==> config.mk <==
export PLATFORM = sky130hd
export DESIGN_NAME = pp_port_ctrl
export DESIGN_NICKNAME = d
export VERILOG_FILES = /design/src/rtl/pp_pkg.sv /design/src/rtl/pp_port_ctrl.sv
export VERILOG_INCLUDE_DIRS = /design/src /design/src/rtl
export SDC_FILE = /design/constraint.sdc
export NUM_CORES = 1
export LEC_CHECK = 0
export BUFFER_PORTS_ARGS = -buffer_cell sky130_fd_sc_hd__buf_4
export CORE_MARGIN = 2
export CORE_UTILIZATION = 33
export CTS_BUF_LIST = sky130_fd_sc_hd__clkbuf_4 sky130_fd_sc_hd__clkbuf_8 sky130_fd_sc_hd__clkbuf_16
export CTS_CLUSTER_SIZE = 8
export DETAILED_ROUTE_END_ITERATION = 10
export PLACE_DENSITY_LB_ADDON = 0.3
export SLEW_MARGIN = 20
export SYNTH_ARGS = -nofsm -noshare
export SYNTH_HDL_FRONTEND = slang
export SYNTH_SLANG_ARGS = --single-unit
==> constraint.sdc <==
create_clock -name sys_clk -period 2.1 [get_ports sys_clk]
set_input_delay 0.21 -clock sys_clk [delete_from_list [all_inputs] [get_ports sys_clk]]
set_output_delay 0.21 -clock sys_clk [all_outputs]
set_load 0.05 [all_outputs]
==> src/rtl/pp_consts.svh <==
// constants for the parallel port pin control block
// assumes an 8-bit register port with a 7-bit address
`ifndef PP_CONSTS_SVH
`define PP_CONSTS_SVH

// port slots: 0=P0 1=P1 2=P2 3=P4 4=P7 5=P8 6=P9 7=PB
`define PP_NPORT        8
`define PP_TOTAL_PINS   40
// per-port masks, slot 7 in the top byte
`define PP_WIDTH_MASKS  64'h0f03_03ff_ffff_0f0f
`define PP_FE_MASKS     64'h0f03_03ff_ffff_0005
`define PP_OTYPE_MASKS  64'h0f03_0000_00ff_0000
// address map: addr[5:3] port slot, addr[2:0] register kind
`define PP_REG_LATCH    3'h0
`define PP_REG_PINRD    3'h1
`define PP_REG_DIR      3'h2
`define PP_REG_FE       3'h3
`define PP_REG_OTYPE    3'h4
`define PP_REG_PULLUP   3'h5
`define PP_ADDR_SERCFG  7'h40
// serial config field positions
`define PP_SER_FUNC_LO  0
`define PP_SER_FUNC_HI  1
`define PP_SER_LOC      2
`define PP_SER_SWAP     3
`define PP_SER_MASK     8'h0f
`define PP_RESET_BYTE   8'h00
// pin positions
`define PP_SLOT_P0      3'h0
`define PP_SLOT_P1      3'h1
`define PP_SLOT_P2      3'h2
`define PP_BIT_SLOWOSC  2
`define PP_BIT_FASTOSC  0

`endif

==> src/rtl/pp_pkg.sv <==
// types shared by the parallel port pin control block
// assumes the constants header is included by users
package pp_pkg;
	typedef logic [7:0][7:0] pp_ports_t;

	// secondary outputs of on-chip peripherals towards the pins
	typedef struct packed {
		logic sclkOut;
		logic sclkDrv;
		logic soOut;
		logic uartTx;
		logic sclOut;
		logic sdaOut;
	} pp_sec_out_t;

	// pin levels handed to the on-chip peripherals
	typedef struct packed {
		logic sclkIn;
		logic siIn;
		logic uartRx;
		logic sclIn;
		logic sdaIn;
		logic irqA;
		logic irqB;
		logic irqC;
		logic stopRelease;
		logic resetPin;
	} pp_sec_in_t;
endpackage

==> src/rtl/pp_port_ctrl.sv <==
// parallel port pin control: latches, direction, function routing
// assumes pins arrive asynchronously and a tristate pad cell outside
//
// Overview of operation
// RULE1 - eight ports, forty pins, each port two to eight pins wide
// RULE2 - output latch keeps last written value until next write
// RULE3 - input path unlatched, read returns live pin level
// RULE4 - pins sampled in the read cycle, no hardware filtering
// RULE5 - written value reaches pin in cycle after the write
// RULE6 - output mode drives the pin from the output latch
// RULE7 - pin read register returns present input pin levels
// RULE8 - direction bit: 0 input, 1 output
// RULE9 - function enable 1 routes peripheral output, 0 uses latch
// RULE10 - output type bit selects push-pull or low-only open drain
// RULE11 - pull-up only in input mode or open drain output
// RULE12 - port 0 pins double as fast and slow oscillator pins
// RULE13 - fast oscillator pins never act as general purpose pins
// RULE14 - port 1 feeds reset, three interrupts, stop release
// RULE15 - port 2 routed by serial function select field
// RULE16 - uart swap picks tx/rx pin while location select is 0
// RULE17 - after reset all pins inputs with secondary output off
//
// Decided for this implementation: the register offsets and strobed register access.
`include "pp_consts.svh"
`timescale 1ns/1ps
`default_nettype none

module pp_port_ctrl (
	input  wire logic              sys_clk,
	input  wire logic              nrst,
	input  wire logic [6:0]        regAddr,
	input  wire logic [7:0]        regWdata,
	input  wire logic              regWr,
	input  wire logic              regRd,
	output logic      [7:0]        regRdata,
	input  wire pp_pkg::pp_ports_t padIn,
	output pp_pkg::pp_ports_t      padOut,
	output pp_pkg::pp_ports_t      padOe,
	output pp_pkg::pp_ports_t      padPu,
	input  wire pp_pkg::pp_sec_out_t secOut,
	output pp_pkg::pp_sec_in_t     secIn,
	output logic                   fastOscEn,
	output logic                   slowOscEn
);

	////////////////////////////////////////////////////////////////
	function automatic logic [7:0] slotMask(input logic [63:0] m, input logic [2:0] s);
		slotMask = m[s*8 +: 8];
	endfunction

	pp_pkg::pp_ports_t latch_r;
	pp_pkg::pp_ports_t dir_r;
	pp_pkg::pp_ports_t fe_r;
	pp_pkg::pp_ports_t otype_r;
	pp_pkg::pp_ports_t pu_r;
	pp_pkg::pp_ports_t pinMeta_r;
	pp_pkg::pp_ports_t pinSync_r;
	logic [7:0]        serCfg_r;
	logic [7:0]        regRdata_nxt;
	logic [2:0]        slot;
	logic [2:0]        kind;
	logic              portSel;
	logic [1:0]        serFunc;
	logic              serLoc;
	logic              uartSwap;
	pp_pkg::pp_ports_t secVal;
	pp_pkg::pp_ports_t secDrv;
	pp_pkg::pp_ports_t forceOd;
	pp_pkg::pp_ports_t oscPins;
	pp_pkg::pp_ports_t odEff;

	assign slot     = regAddr[5:3];
	assign kind     = regAddr[2:0];
	assign portSel  = ~regAddr[6];
	assign serFunc  = serCfg_r[`PP_SER_FUNC_HI:`PP_SER_FUNC_LO];
	assign serLoc   = serCfg_r[`PP_SER_LOC];
	assign uartSwap = serCfg_r[`PP_SER_SWAP];

	////////////////////////////////////////////////////////////////
	// register writes; unimplemented bits stay zero
	always_ff @(posedge sys_clk) begin
		if (!nrst) begin
			latch_r <= '0;
		end else if (regWr && portSel && kind == `PP_REG_LATCH) begin
			latch_r[slot] <= regWdata & slotMask(`PP_WIDTH_MASKS, slot); // see RULE2
		end
	end

	always_ff @(posedge sys_clk) begin
		if (!nrst) begin
			dir_r <= '0; // see RULE17
			fe_r  <= '0; // see RULE17
		end else if (regWr && portSel) begin
			if (kind == `PP_REG_DIR)
				dir_r[slot] <= regWdata & slotMask(`PP_WIDTH_MASKS, slot); // see RULE8
			if (kind == `PP_REG_FE)
				fe_r[slot] <= regWdata & slotMask(`PP_FE_MASKS, slot); // see RULE9
		end
	end

	always_ff @(posedge sys_clk) begin
		if (!nrst) begin
			otype_r  <= '0;
			pu_r     <= '0;
			serCfg_r <= `PP_RESET_BYTE;
		end else if (regWr) begin
			if (portSel && kind == `PP_REG_OTYPE)
				otype_r[slot] <= regWdata & slotMask(`PP_OTYPE_MASKS, slot); // see RULE10
			if (portSel && kind == `PP_REG_PULLUP)
				pu_r[slot] <= regWdata & slotMask(`PP_WIDTH_MASKS, slot); // see RULE11
			if (regAddr == `PP_ADDR_SERCFG)
				serCfg_r <= regWdata & `PP_SER_MASK;
		end
	end

	////////////////////////////////////////////////////////////////
	// two-flop synchroniser; nothing reads pinMeta_r but pinSync_r
	always_ff @(posedge sys_clk) begin
		if (!nrst) begin
			pinMeta_r <= '0;
			pinSync_r <= '0;
		end else begin
			pinMeta_r <= padIn;
			pinSync_r <= pinMeta_r;
		end
	end

	// live level, no latch or filter; chatter is software's problem
	always_comb begin
		regRdata_nxt = '0;
		if (regRd && portSel) begin
			case (kind)
				`PP_REG_LATCH:  regRdata_nxt = latch_r[slot];
				`PP_REG_PINRD:  regRdata_nxt = pinSync_r[slot] & slotMask(`PP_WIDTH_MASKS, slot) & ~oscPins[slot]; // see RULE3 RULE4 RULE7
				`PP_REG_DIR:    regRdata_nxt = dir_r[slot];
				`PP_REG_FE:     regRdata_nxt = fe_r[slot];
				`PP_REG_OTYPE:  regRdata_nxt = otype_r[slot];
				`PP_REG_PULLUP: regRdata_nxt = pu_r[slot];
				default:        regRdata_nxt = '0;
			endcase
		end else if (regRd && regAddr == `PP_ADDR_SERCFG) begin
			regRdata_nxt = serCfg_r;
		end
	end

	always_ff @(posedge sys_clk) begin
		if (!nrst)
			regRdata <= '0;
		else
			regRdata <= regRdata_nxt;
	end

	////////////////////////////////////////////////////////////////
	// secondary output routing on port 2
	always_comb begin
		secVal  = '0;
		secDrv  = '0;
		forceOd = '0;
		if (!serFunc[0]) begin // see RULE15
			secVal[2][4]  = secOut.sclOut;
			secVal[2][3]  = secOut.sdaOut;
			secDrv[2][4]  = 1'b1;
			secDrv[2][3]  = 1'b1;
			forceOd[2][4] = 1'b1;
			forceOd[2][3] = 1'b1;
		end
		if (serFunc == 2'b01) begin // see RULE15
			secVal[2][5] = secOut.sclkOut;
			secDrv[2][5] = secOut.sclkDrv;
			secVal[2][3] = secOut.soOut;
			secDrv[2][3] = 1'b1;
		end
		if (serFunc == 2'b10 && !serLoc) begin // see RULE15
			secVal[2][2] = secOut.sclkOut;
			secDrv[2][2] = secOut.sclkDrv;
			secVal[2][0] = secOut.soOut;
			secDrv[2][0] = 1'b1;
		end
		if (!serFunc[1] && !serLoc) begin // see RULE16
			secVal[2][uartSwap ? 1 : 0] = secOut.uartTx;
			secDrv[2][uartSwap ? 1 : 0] = 1'b1;
		end
	end

	// fast pair always oscillator; slow pair handed over by its enable
	always_comb begin
		oscPins       = '0;
		oscPins[0][1:0] = 2'b11; // see RULE13
		oscPins[0][3:2] = {2{fe_r[0][`PP_BIT_SLOWOSC]}}; // see RULE12
	end

	assign fastOscEn = fe_r[`PP_SLOT_P0][`PP_BIT_FASTOSC]; // see RULE12
	assign slowOscEn = fe_r[`PP_SLOT_P0][`PP_BIT_SLOWOSC]; // see RULE12

	////////////////////////////////////////////////////////////////
	// pin drive: latch or peripheral, push-pull or open drain
	always_comb begin
		padOut = '0;
		padOe  = '0;
		padPu  = '0;
		odEff  = otype_r | forceOd;
		for (int p = 0; p < `PP_NPORT; p++) begin
			for (int b = 0; b < 8; b++) begin
				logic en;
				logic val;
				en  = dir_r[p][b] & ~oscPins[p][b] & (~fe_r[p][b] | secDrv[p][b]); // see RULE1 RULE8
				val = fe_r[p][b] ? secVal[p][b] : latch_r[p][b]; // see RULE6 RULE9
				if (odEff[p][b]) begin
					padOe[p][b] = en & ~val; // see RULE10
				end else begin
					padOe[p][b]  = en; // see RULE5
					padOut[p][b] = val;
				end
				padPu[p][b] = pu_r[p][b] & ~oscPins[p][b] & (~dir_r[p][b] | odEff[p][b]); // see RULE11
			end
		end
	end

	////////////////////////////////////////////////////////////////
	// peripheral inputs; interrupt and stop inputs need input mode
	always_comb begin
		secIn             = '0;
		secIn.resetPin    = pinSync_r[1][0]; // see RULE14
		secIn.irqB        = pinSync_r[1][3] & ~dir_r[1][3]; // see RULE14
		secIn.irqA        = pinSync_r[1][2] & ~dir_r[1][2]; // see RULE14
		secIn.irqC        = pinSync_r[1][1] & ~dir_r[1][1]; // see RULE14
		secIn.stopRelease = pinSync_r[1][1] & ~dir_r[1][1]; // see RULE14
		secIn.sclIn       = ~serFunc[0] & pinSync_r[2][4];
		secIn.sdaIn       = ~serFunc[0] & pinSync_r[2][3];
		if (serFunc == 2'b01) begin // see RULE15
			secIn.sclkIn = pinSync_r[2][5];
			secIn.siIn   = pinSync_r[2][4];
		end else if (serFunc == 2'b10 && !serLoc) begin
			secIn.sclkIn = pinSync_r[2][2];
			secIn.siIn   = pinSync_r[2][1];
		end
		if (!serFunc[1] && !serLoc)
			secIn.uartRx = uartSwap ? pinSync_r[2][0] : pinSync_r[2][1]; // see RULE16
	end
endmodule

`default_nettype wire

== After elaboration in Yosys (flattened, before gate mapping) ==
Cells that the tools add are included.
Storage, ports and cells
  register bits: 460
  word-level logic and storage cells: 786
Cells by class
  order comparisons: 4
  equality and inequality tests: 8
  shifts and indexed selects: 3
  mux-type cells: 234
  bitwise operators: 461
  reduce and logical (&&, ||, !) cells: 18
Operators with widths (number)
  bitwise mux 64 bit: 5
  2-to-1 mux 1 bit: 202
  bitwise AND 1 bit: 195
  variable part select 64 x 7 -> 8 bit (first input constant): 3
  inverter 1 bit: 188
  binary-select mux 8 bit (select 3 bit): 7
  2-to-1 mux 8 bit: 11
  OR 1 bit: 70
  OR 64 x 21 -> 64 bit: 1
  one-hot mux 8 bit (6 select lines): 1
  bitwise AND 8 bit: 5
  demux 8 bit (select 3 bit): 1
  logical AND 1 bit: 10
  AND reduction 2 bit: 5
  bitwise mux 8 bit: 1
  2-to-1 mux 2 bit: 4
  inverter 8 bit: 1
  OR 6 x 8 -> 8 bit: 1
  == test 7 bit (second input constant): 1
  == test 3 x 2 -> 1 bit (second input constant): 2
  == test 3 bit (second input constant): 2
  less-than comparator 1 x 4 -> 1 bit (second input constant): 1
  less-than comparator 3 x 4 -> 1 bit (second input constant): 1
  2-to-1 mux 4 bit: 1
  8 further kinds: 9

== Depth between registers and ports, before layout ==
Gate-level depths: netlist (run 1).
  depth in word-level cells: 11
  mapped depth: 12
  depth with buffers taken out: 8

== Worst setup path before layout (run 1) ==
No wires, ideal clock.
  path type: reg-to-output
  start: register serCfg_r[0]
  end: output port padOe[16] in the netlist's numbering
  arrival: 2.325 ns
  required time: 1.890 ns
  path slack: -0.435 ns
  stages on the path, launching flop included: 6
  path buffers: 0
  cell sequence: dfxtp_1 -> clkinv_1 -> and2_1 -> a22oi_1 -> a21oi_1 -> a221oi_1
RTL lines
  start: declaration: line pp_port_ctrl.sv:58  | logic [7:0] serCfg_r;
  start signal: assignment: line pp_port_ctrl.sv:105  | serCfg_r <= `PP_RESET_BYTE;
  start signal: assignment: line pp_port_ctrl.sv:112  | serCfg_r <= regWdata & `PP_SER_MASK;
  end: declaration: line pp_port_ctrl.sv:38  | output pp_pkg::pp_ports_t padOe,

==> flow_summary.yaml, run 1 <==
global_route:
  grt_max_degree: 134
  met1_usage_pct: 38.20
  grt_overflow: 0
  gr-max-usage-layer: "met2"
  antenna_found_initial: 1
  track_usage_pct: 27.33
  grt_use_met3_pct: 4.858
  grt_pass1_wl_mm: 127.1
  use_met2_pct: 42.62
  grt_pass1_vias: 18210
die:
  dieArea_um2: 64910
  coreArea_um2: 61940
  start_util_pct: 33.50
  die_y_um: 254.8
  pin_count: 301
  fp.dieW_um: 254.8
  rows: 91
drt:
  route.detailed.drc: 0
  wl_per_cell_um: 25.09
  routed_wl_mm: 90.60
  first_iter_violations: 1655
  num_vias: 19020
  vias_per_cell: 5.268
  first_pass_iters: 6
  ant_nets: 0
sta:
  fin_crit_ps: 2204
  hold_violations: 0
  setup_ws_ps: -103.6
  finalCritPeriodShare_pct: 104.9
  drv_slew: 0
  tightest_slew_ps: 820.7
  fin_setup_tns_ps: -157.6
  finalClockSkew_ps: 22.60
  max_freq_mhz: 453.8
  setup_viol: 4
  rsz0062_at_grt: "true"
  slew_headroom_pct: 45.29
setup_path:
  cp_max_fo: 2
  worstPathArrival_ps: 1990
  worstReg2RegStart: "latch_r[24]"
  path_class: "reg -> out"
  cp.depth: 6
  cp_top_family: "compound AO/OA/AOI/OAI gates"
  path_buf_inv: 1
  regToRegSetupSlack_ps: 290
  endpoint: "padOe[16]"
  crit_required_ps: 1890
  cp-end-kind: "output pin"
  setup.worst_path.start: "serCfg_r[1]"
  slowest_delay_ps: 340
  rr_endpoint: "regRdata[0]"
  start_kind: "register"
  crit_slowest_cell: "a221oi_2"
  worstRegToRegCells: 6
  crit_chain: "nor2b_4 > and2_4 > a22oi_2 > a21oi_2 > a221oi_2 > buf_6"
pwr:
  swShare_pct: 24.24
  power.leakage_uw: 0.01119
  p_int_uw: 15440
  comb_power_share_pct: 7.4
  power_density_nw_per_um2: 726.4
  ir_drop_v: 0.0005141
  pwr-share-clk_pct: 48.9
  p_switching_uw: 4943
  seq_power_share_pct: 43.7
yosys:
  avgSynthCellArea_um2: 9.162
  synth_flop_cell: "dfxtp_1"
  synth_seq_cells: 460
  syn-cell-area_um2: 20750
  ys_seq_area_share_pct: 44.37
  async_flop_share_pct: 0
  synth-edff-count: 0
  yosys.cell_types.count: 71
  synth_cells: 2265
  synth_area_leaders: "dfxtp_1, and2_1, mux2i_1"
  synth.largest_area_cell: "dfxtp_1"
  yosysWarnings: 0
  synth.top_cell.area_share_pct: 44.37
cts:
  clock_latency_ps: 610
  cts_tree: "yes"
  clockBufferDepth: 3
  ctsRootBufferMaster: "clkbuf_16"
  cts_sinks: 460
  htreeDepth: 3
  cts_made_buffers: 68
  clkSlewWorstSetupHoldPaths_ps: 50
outcome:
  violations: "setup timing"
  status: "finished, violations left"
layout:
  seqCellArea_um2: 9218
  multi_input_area_um2: 10730
  layout_commonest_cell: "buf_4"
  nets: 2853
  syn2layout_area_growth_pct: 35.24
  final_cells: 3611
  drive_gt1_share_pct: 25.60
  final_cell_mix: "buf_4, dfxtp_1, and2_1"
  fill_cells: 5989
placed_design:
  portBuffers: 296
  place_congestion: 0.9821
  dp.cells: 3452
  post-dp-hpwl_mm: 69.67
worst_hold_path:
  min_from: "regWdata[2]"
  hold_class: "in -> reg"
  whs_path_depth: 3
job:
  max-cap-violations: 0
[tightest hold or removal path, stage by stage]
cell and delay [ps]:
buf_4 180, mux2i_1 110, nor2b_1 110
[per-layer routing]
| metal | wire, µm | up-vias |
|---|---|---|
| li1 | - | 8803 |
| met1 | 40470 | 9250 |
| met2 | 40530 | 832 |
| met3 | 7122 | 134 |
| met4 | 2465 | 2 |
| met5 | 7 | - |
[how the worst min path moves through the flow]
stage               endpoint  slack (ps)
6_report         serCfg_r[2]          50
5_1_grt          serCfg_r[2]          50
4_1_cts          serCfg_r[2]          10
3_5_place_dp   pinSync_r[11]         420
3_3_place_gp    pinSync_r[9]         420
2_1_floorplan   pinMeta_r[0]         340
[sequential cells by signal (all words and copies together), names as in the netlist]
signal / cells
latch_r: 64
serCfg_r: 4
dir_r: 64
pinSync_r: 63
pinMeta_r: 64
otype_r: 64
fastOscEn: 1
regRdata: 8
slowOscEn: 1
fe_r: 62
secIn: 1
pu_r: 64
[area by class of cell]
cell class	instances	share of cell area, %
multi-input cells	1577	38.24
flip-flops and latches	460	32.84
clock inverters	8	0.4191
inverters	75	1.012
well taps	837	3.731
clock buffers	75	6.295
diodes	1	0.008916
repair buffers	578	17.45
[per-stage QoR]
stage | utilization [%] | hold slack (ps) | total power, µW | setup WS (ps) | area, µm²
floorplan | - | 337.3 | 9768 | 13.17 | 20780
global placement | 40.73 | 417.4 | 10470 | -152.5 | 25230
detailed placement | 40.73 | 416.9 | 10470 | -128.9 | 25230
CTS | 45.11 | 11.47 | 20540 | -122.5 | 27940
global route | 45.31 | 53.21 | 20970 | -197.0 | 28060
finish | 45.31 | 46.23 | 20390 | -103.6 | 28070
[what timing repair did]
item	in CTS	in global routing
setup buffers	4	4
endpoints found under the hold margin	73	0
hold buffers	67	0
pin swaps	8	13
resized for setup	38	26
setup endpoints to repair	16	19
[cell families after synthesis]
family,after synthesis,share of synthesized area [%]
simple gates,905,24.27
compound gates,490,15.36
flops,460,44.37
buf+inv,231,4.757
mux,174,10.97
fa+ha+maj,4,0.2412
other cells,1,0.01807
[power groups by stage]
stage	combinational [µW]	sequential [µW]	clock (µW)
floorplan	700	9070	0
global placement	1380	9090	0
detailed placement	1380	9090	0
CTS	1490	8920	10100
global route	1580	8920	10500
finish	1510	8920	9960
[Yosys cell counts, drive strengths merged, types with 3 or more instances]
cell type and instances:
a211o 3, a211oi 55, a21boi 31, a21oi 33, a221oi 45, a22oi 29, a31oi 10, and2 312
and3 53, buf 59, clkbuf 97, dfxtp 460, ha 4, inv 74, mux2 18, mux2i 115
mux4 41, nand2 263, nand2b 4, nand3 23, nand3b 5, nor2 50, nor2b 103, nor3 16
nor3b 61, o211ai 4, o21a 50, o21ai 191, o22a 5, o22ai 13, or2 4, or3b 3
(Power assumes the default switching activity.)
==> run 2, diff against run 1 <==
--- a/config.mk
+++ b/config.mk
@@ -12,7 +12,9 @@
 export CTS_BUF_LIST = sky130_fd_sc_hd__clkbuf_4 sky130_fd_sc_hd__clkbuf_8 sky130_fd_sc_hd__clkbuf_16
 export CTS_CLUSTER_SIZE = 8
 export DETAILED_ROUTE_END_ITERATION = 10
+export GPL_ROUTABILITY_DRIVEN = 0
 export PLACE_DENSITY_LB_ADDON = 0.3
+export RECOVER_POWER = 50
 export SLEW_MARGIN = 20
 export SYNTH_ARGS = -nofsm -noshare
 export SYNTH_HDL_FRONTEND = slang
==> flow_summary.yaml, run 2 (same netlist as run 1, synthesis figures left out) <==
cts:
  clockBufferDepth: 3
  htreeDepth: 3
  cts_made_buffers: 67
  cts_tree: "yes"
  cts_sinks: 460
  clock_latency_ps: 600
  ctsRootBufferMaster: "clkbuf_16"
  clkSlewWorstSetupHoldPaths_ps: 50
outcome:
  status: "finished, violations left"
  violations: "setup timing"
drt:
  routed_wl_mm: 85.46
  route.detailed.drc: 0
  first_iter_violations: 2095
  wl_per_cell_um: 23.94
  ant_nets: 0
  num_vias: 19170
  vias_per_cell: 5.370
  first_pass_iters: 6
pwr:
  power_density_nw_per_um2: 732.3
  power.leakage_uw: 0.01073
  ir_drop_v: 0.0005371
layout:
  drive_gt1_share_pct: 23.03
  final_cells: 3569
  syn2layout_area_growth_pct: 31.67
  layout_commonest_cell: "dfxtp_1"
  final_cell_mix: "dfxtp_1, buf_4, nand2_1"
  nets: 2816
setup_path:
  cp-end-kind: "output pin"
  worstPathArrival_ps: 1980
  path_class: "reg -> out"
  start_kind: "register"
  crit_chain: "nor2b_4 > and2_4 > a22oi_2 > a21oi_2 > a221oi_2 > buf_6"
  crit_required_ps: 1890
  slowest_delay_ps: 330
  cp_max_fo: 2
  crit_slowest_cell: "a221oi_2"
global_route:
  track_usage_pct: 25.73
  grt_pass1_vias: 18490
  antenna_found_initial: 0
  grt_max_degree: 169
  grt_overflow: 0
  grt_pass1_wl_mm: 122.3
sta:
  finalCritPeriodShare_pct: 104.1
  setup_ws_ps: -87.11
  rsz0062_at_grt: "true"
  setup_viol: 10
  max_freq_mhz: 457.2
  tightest_slew_ps: 1379
  fin_crit_ps: 2187
  slew_headroom_pct: 8.077
  drv_slew: 0
  hold_violations: 0
  finalClockSkew_ps: 23.32
die:
  die_y_um: 254.8
  fp.dieW_um: 254.8
  coreArea_um2: 61940
  rows: 91
  pin_count: 301
  start_util_pct: 33.50
  dieArea_um2: 64910
worst_hold_path:
  hold_class: "in -> reg"
placed_design:
  post-dp-hpwl_mm: 65.83
  dp.cells: 3414
  pre_cts_ws_ps: -42.20
  portBuffers: 296
job:
  max-cap-violations: 0
[run 2: final cells by class]
class,instances,area [µm²]
sequential,460,9215
multi-input combinational,1577,10660
antenna,1,2.502
clock inverter,5,58.81
timing repair buffer,542,4294
inverter,75,286.5
clock buffer,72,1755
tap,837,1047
fill,6016,34620
[run 2: per-layer routing]
| layer | track usage [%] | wire [µm] |
|---|---|---|
| met3 | 5.052 | 7608 |
| met2 | 40.27 | 37950 |
| met1 | 34.24 | 35950 |
| met4 | 11.65 | 3947 |
| met5 | 0 | 0 |
[run 2: power breakdown]
group	leakage (µW)	internal (µW)	switching, µW
sequential	0.00373	8870	49.3
clock	0.000894	5860	3820
combinational	0.00610	587	821
[run 2: worst paths after layout]
check                     start  slack, ps  depth (start not counted)             to
setup / recovery    serCfg_r[1]        -90                          6      padOe[16]
hold / removal      regWdata[2]         50                          3    serCfg_r[2]
setup reg to reg  pinSync_r[63]        440                          6    regRdata[7]
hold reg to reg   pinMeta_r[36]        430                          1  pinSync_r[36]
[run 2: stage by stage]
stage          setup TNS [ps]  power, µW  utilization [%]  cell area [µm²]  hold slack, ps
6_report               -406.7      20010            44.11            27320           47.12
2_1_floorplan               0       9768                -            20780           337.3
4_1_cts                -219.0      20140            44.63            27640          0.9504
5_1_grt                 -1461      20530            44.11            27320           66.16
3_3_place_gp           -79.90      10380            40.23            24920           419.3
3_5_place_dp           -72.45      10390            40.23            24920           420.0
[run 2: what timing repair did]
action,4_1_cts,5_1_grt
endpoints found under the setup margin,14,15
endpoints found under the hold margin,67,0
pin swaps,16,9
setup buffers,10,1
gates resized for setup,50,27
hold buffers,66,0
[run 2: worst max-delay path: cells and delay by family, from the launching register on]
| kind | cells | cell delay [ps] |
|---|---|---|
| buffers and inverters | 1 | 210 |
| AO/OA/AOI/OAI | 3 | 590 |
| flip-flops | 1 | 320 |
| AND/OR/NAND/NOR | 2 | 270 |
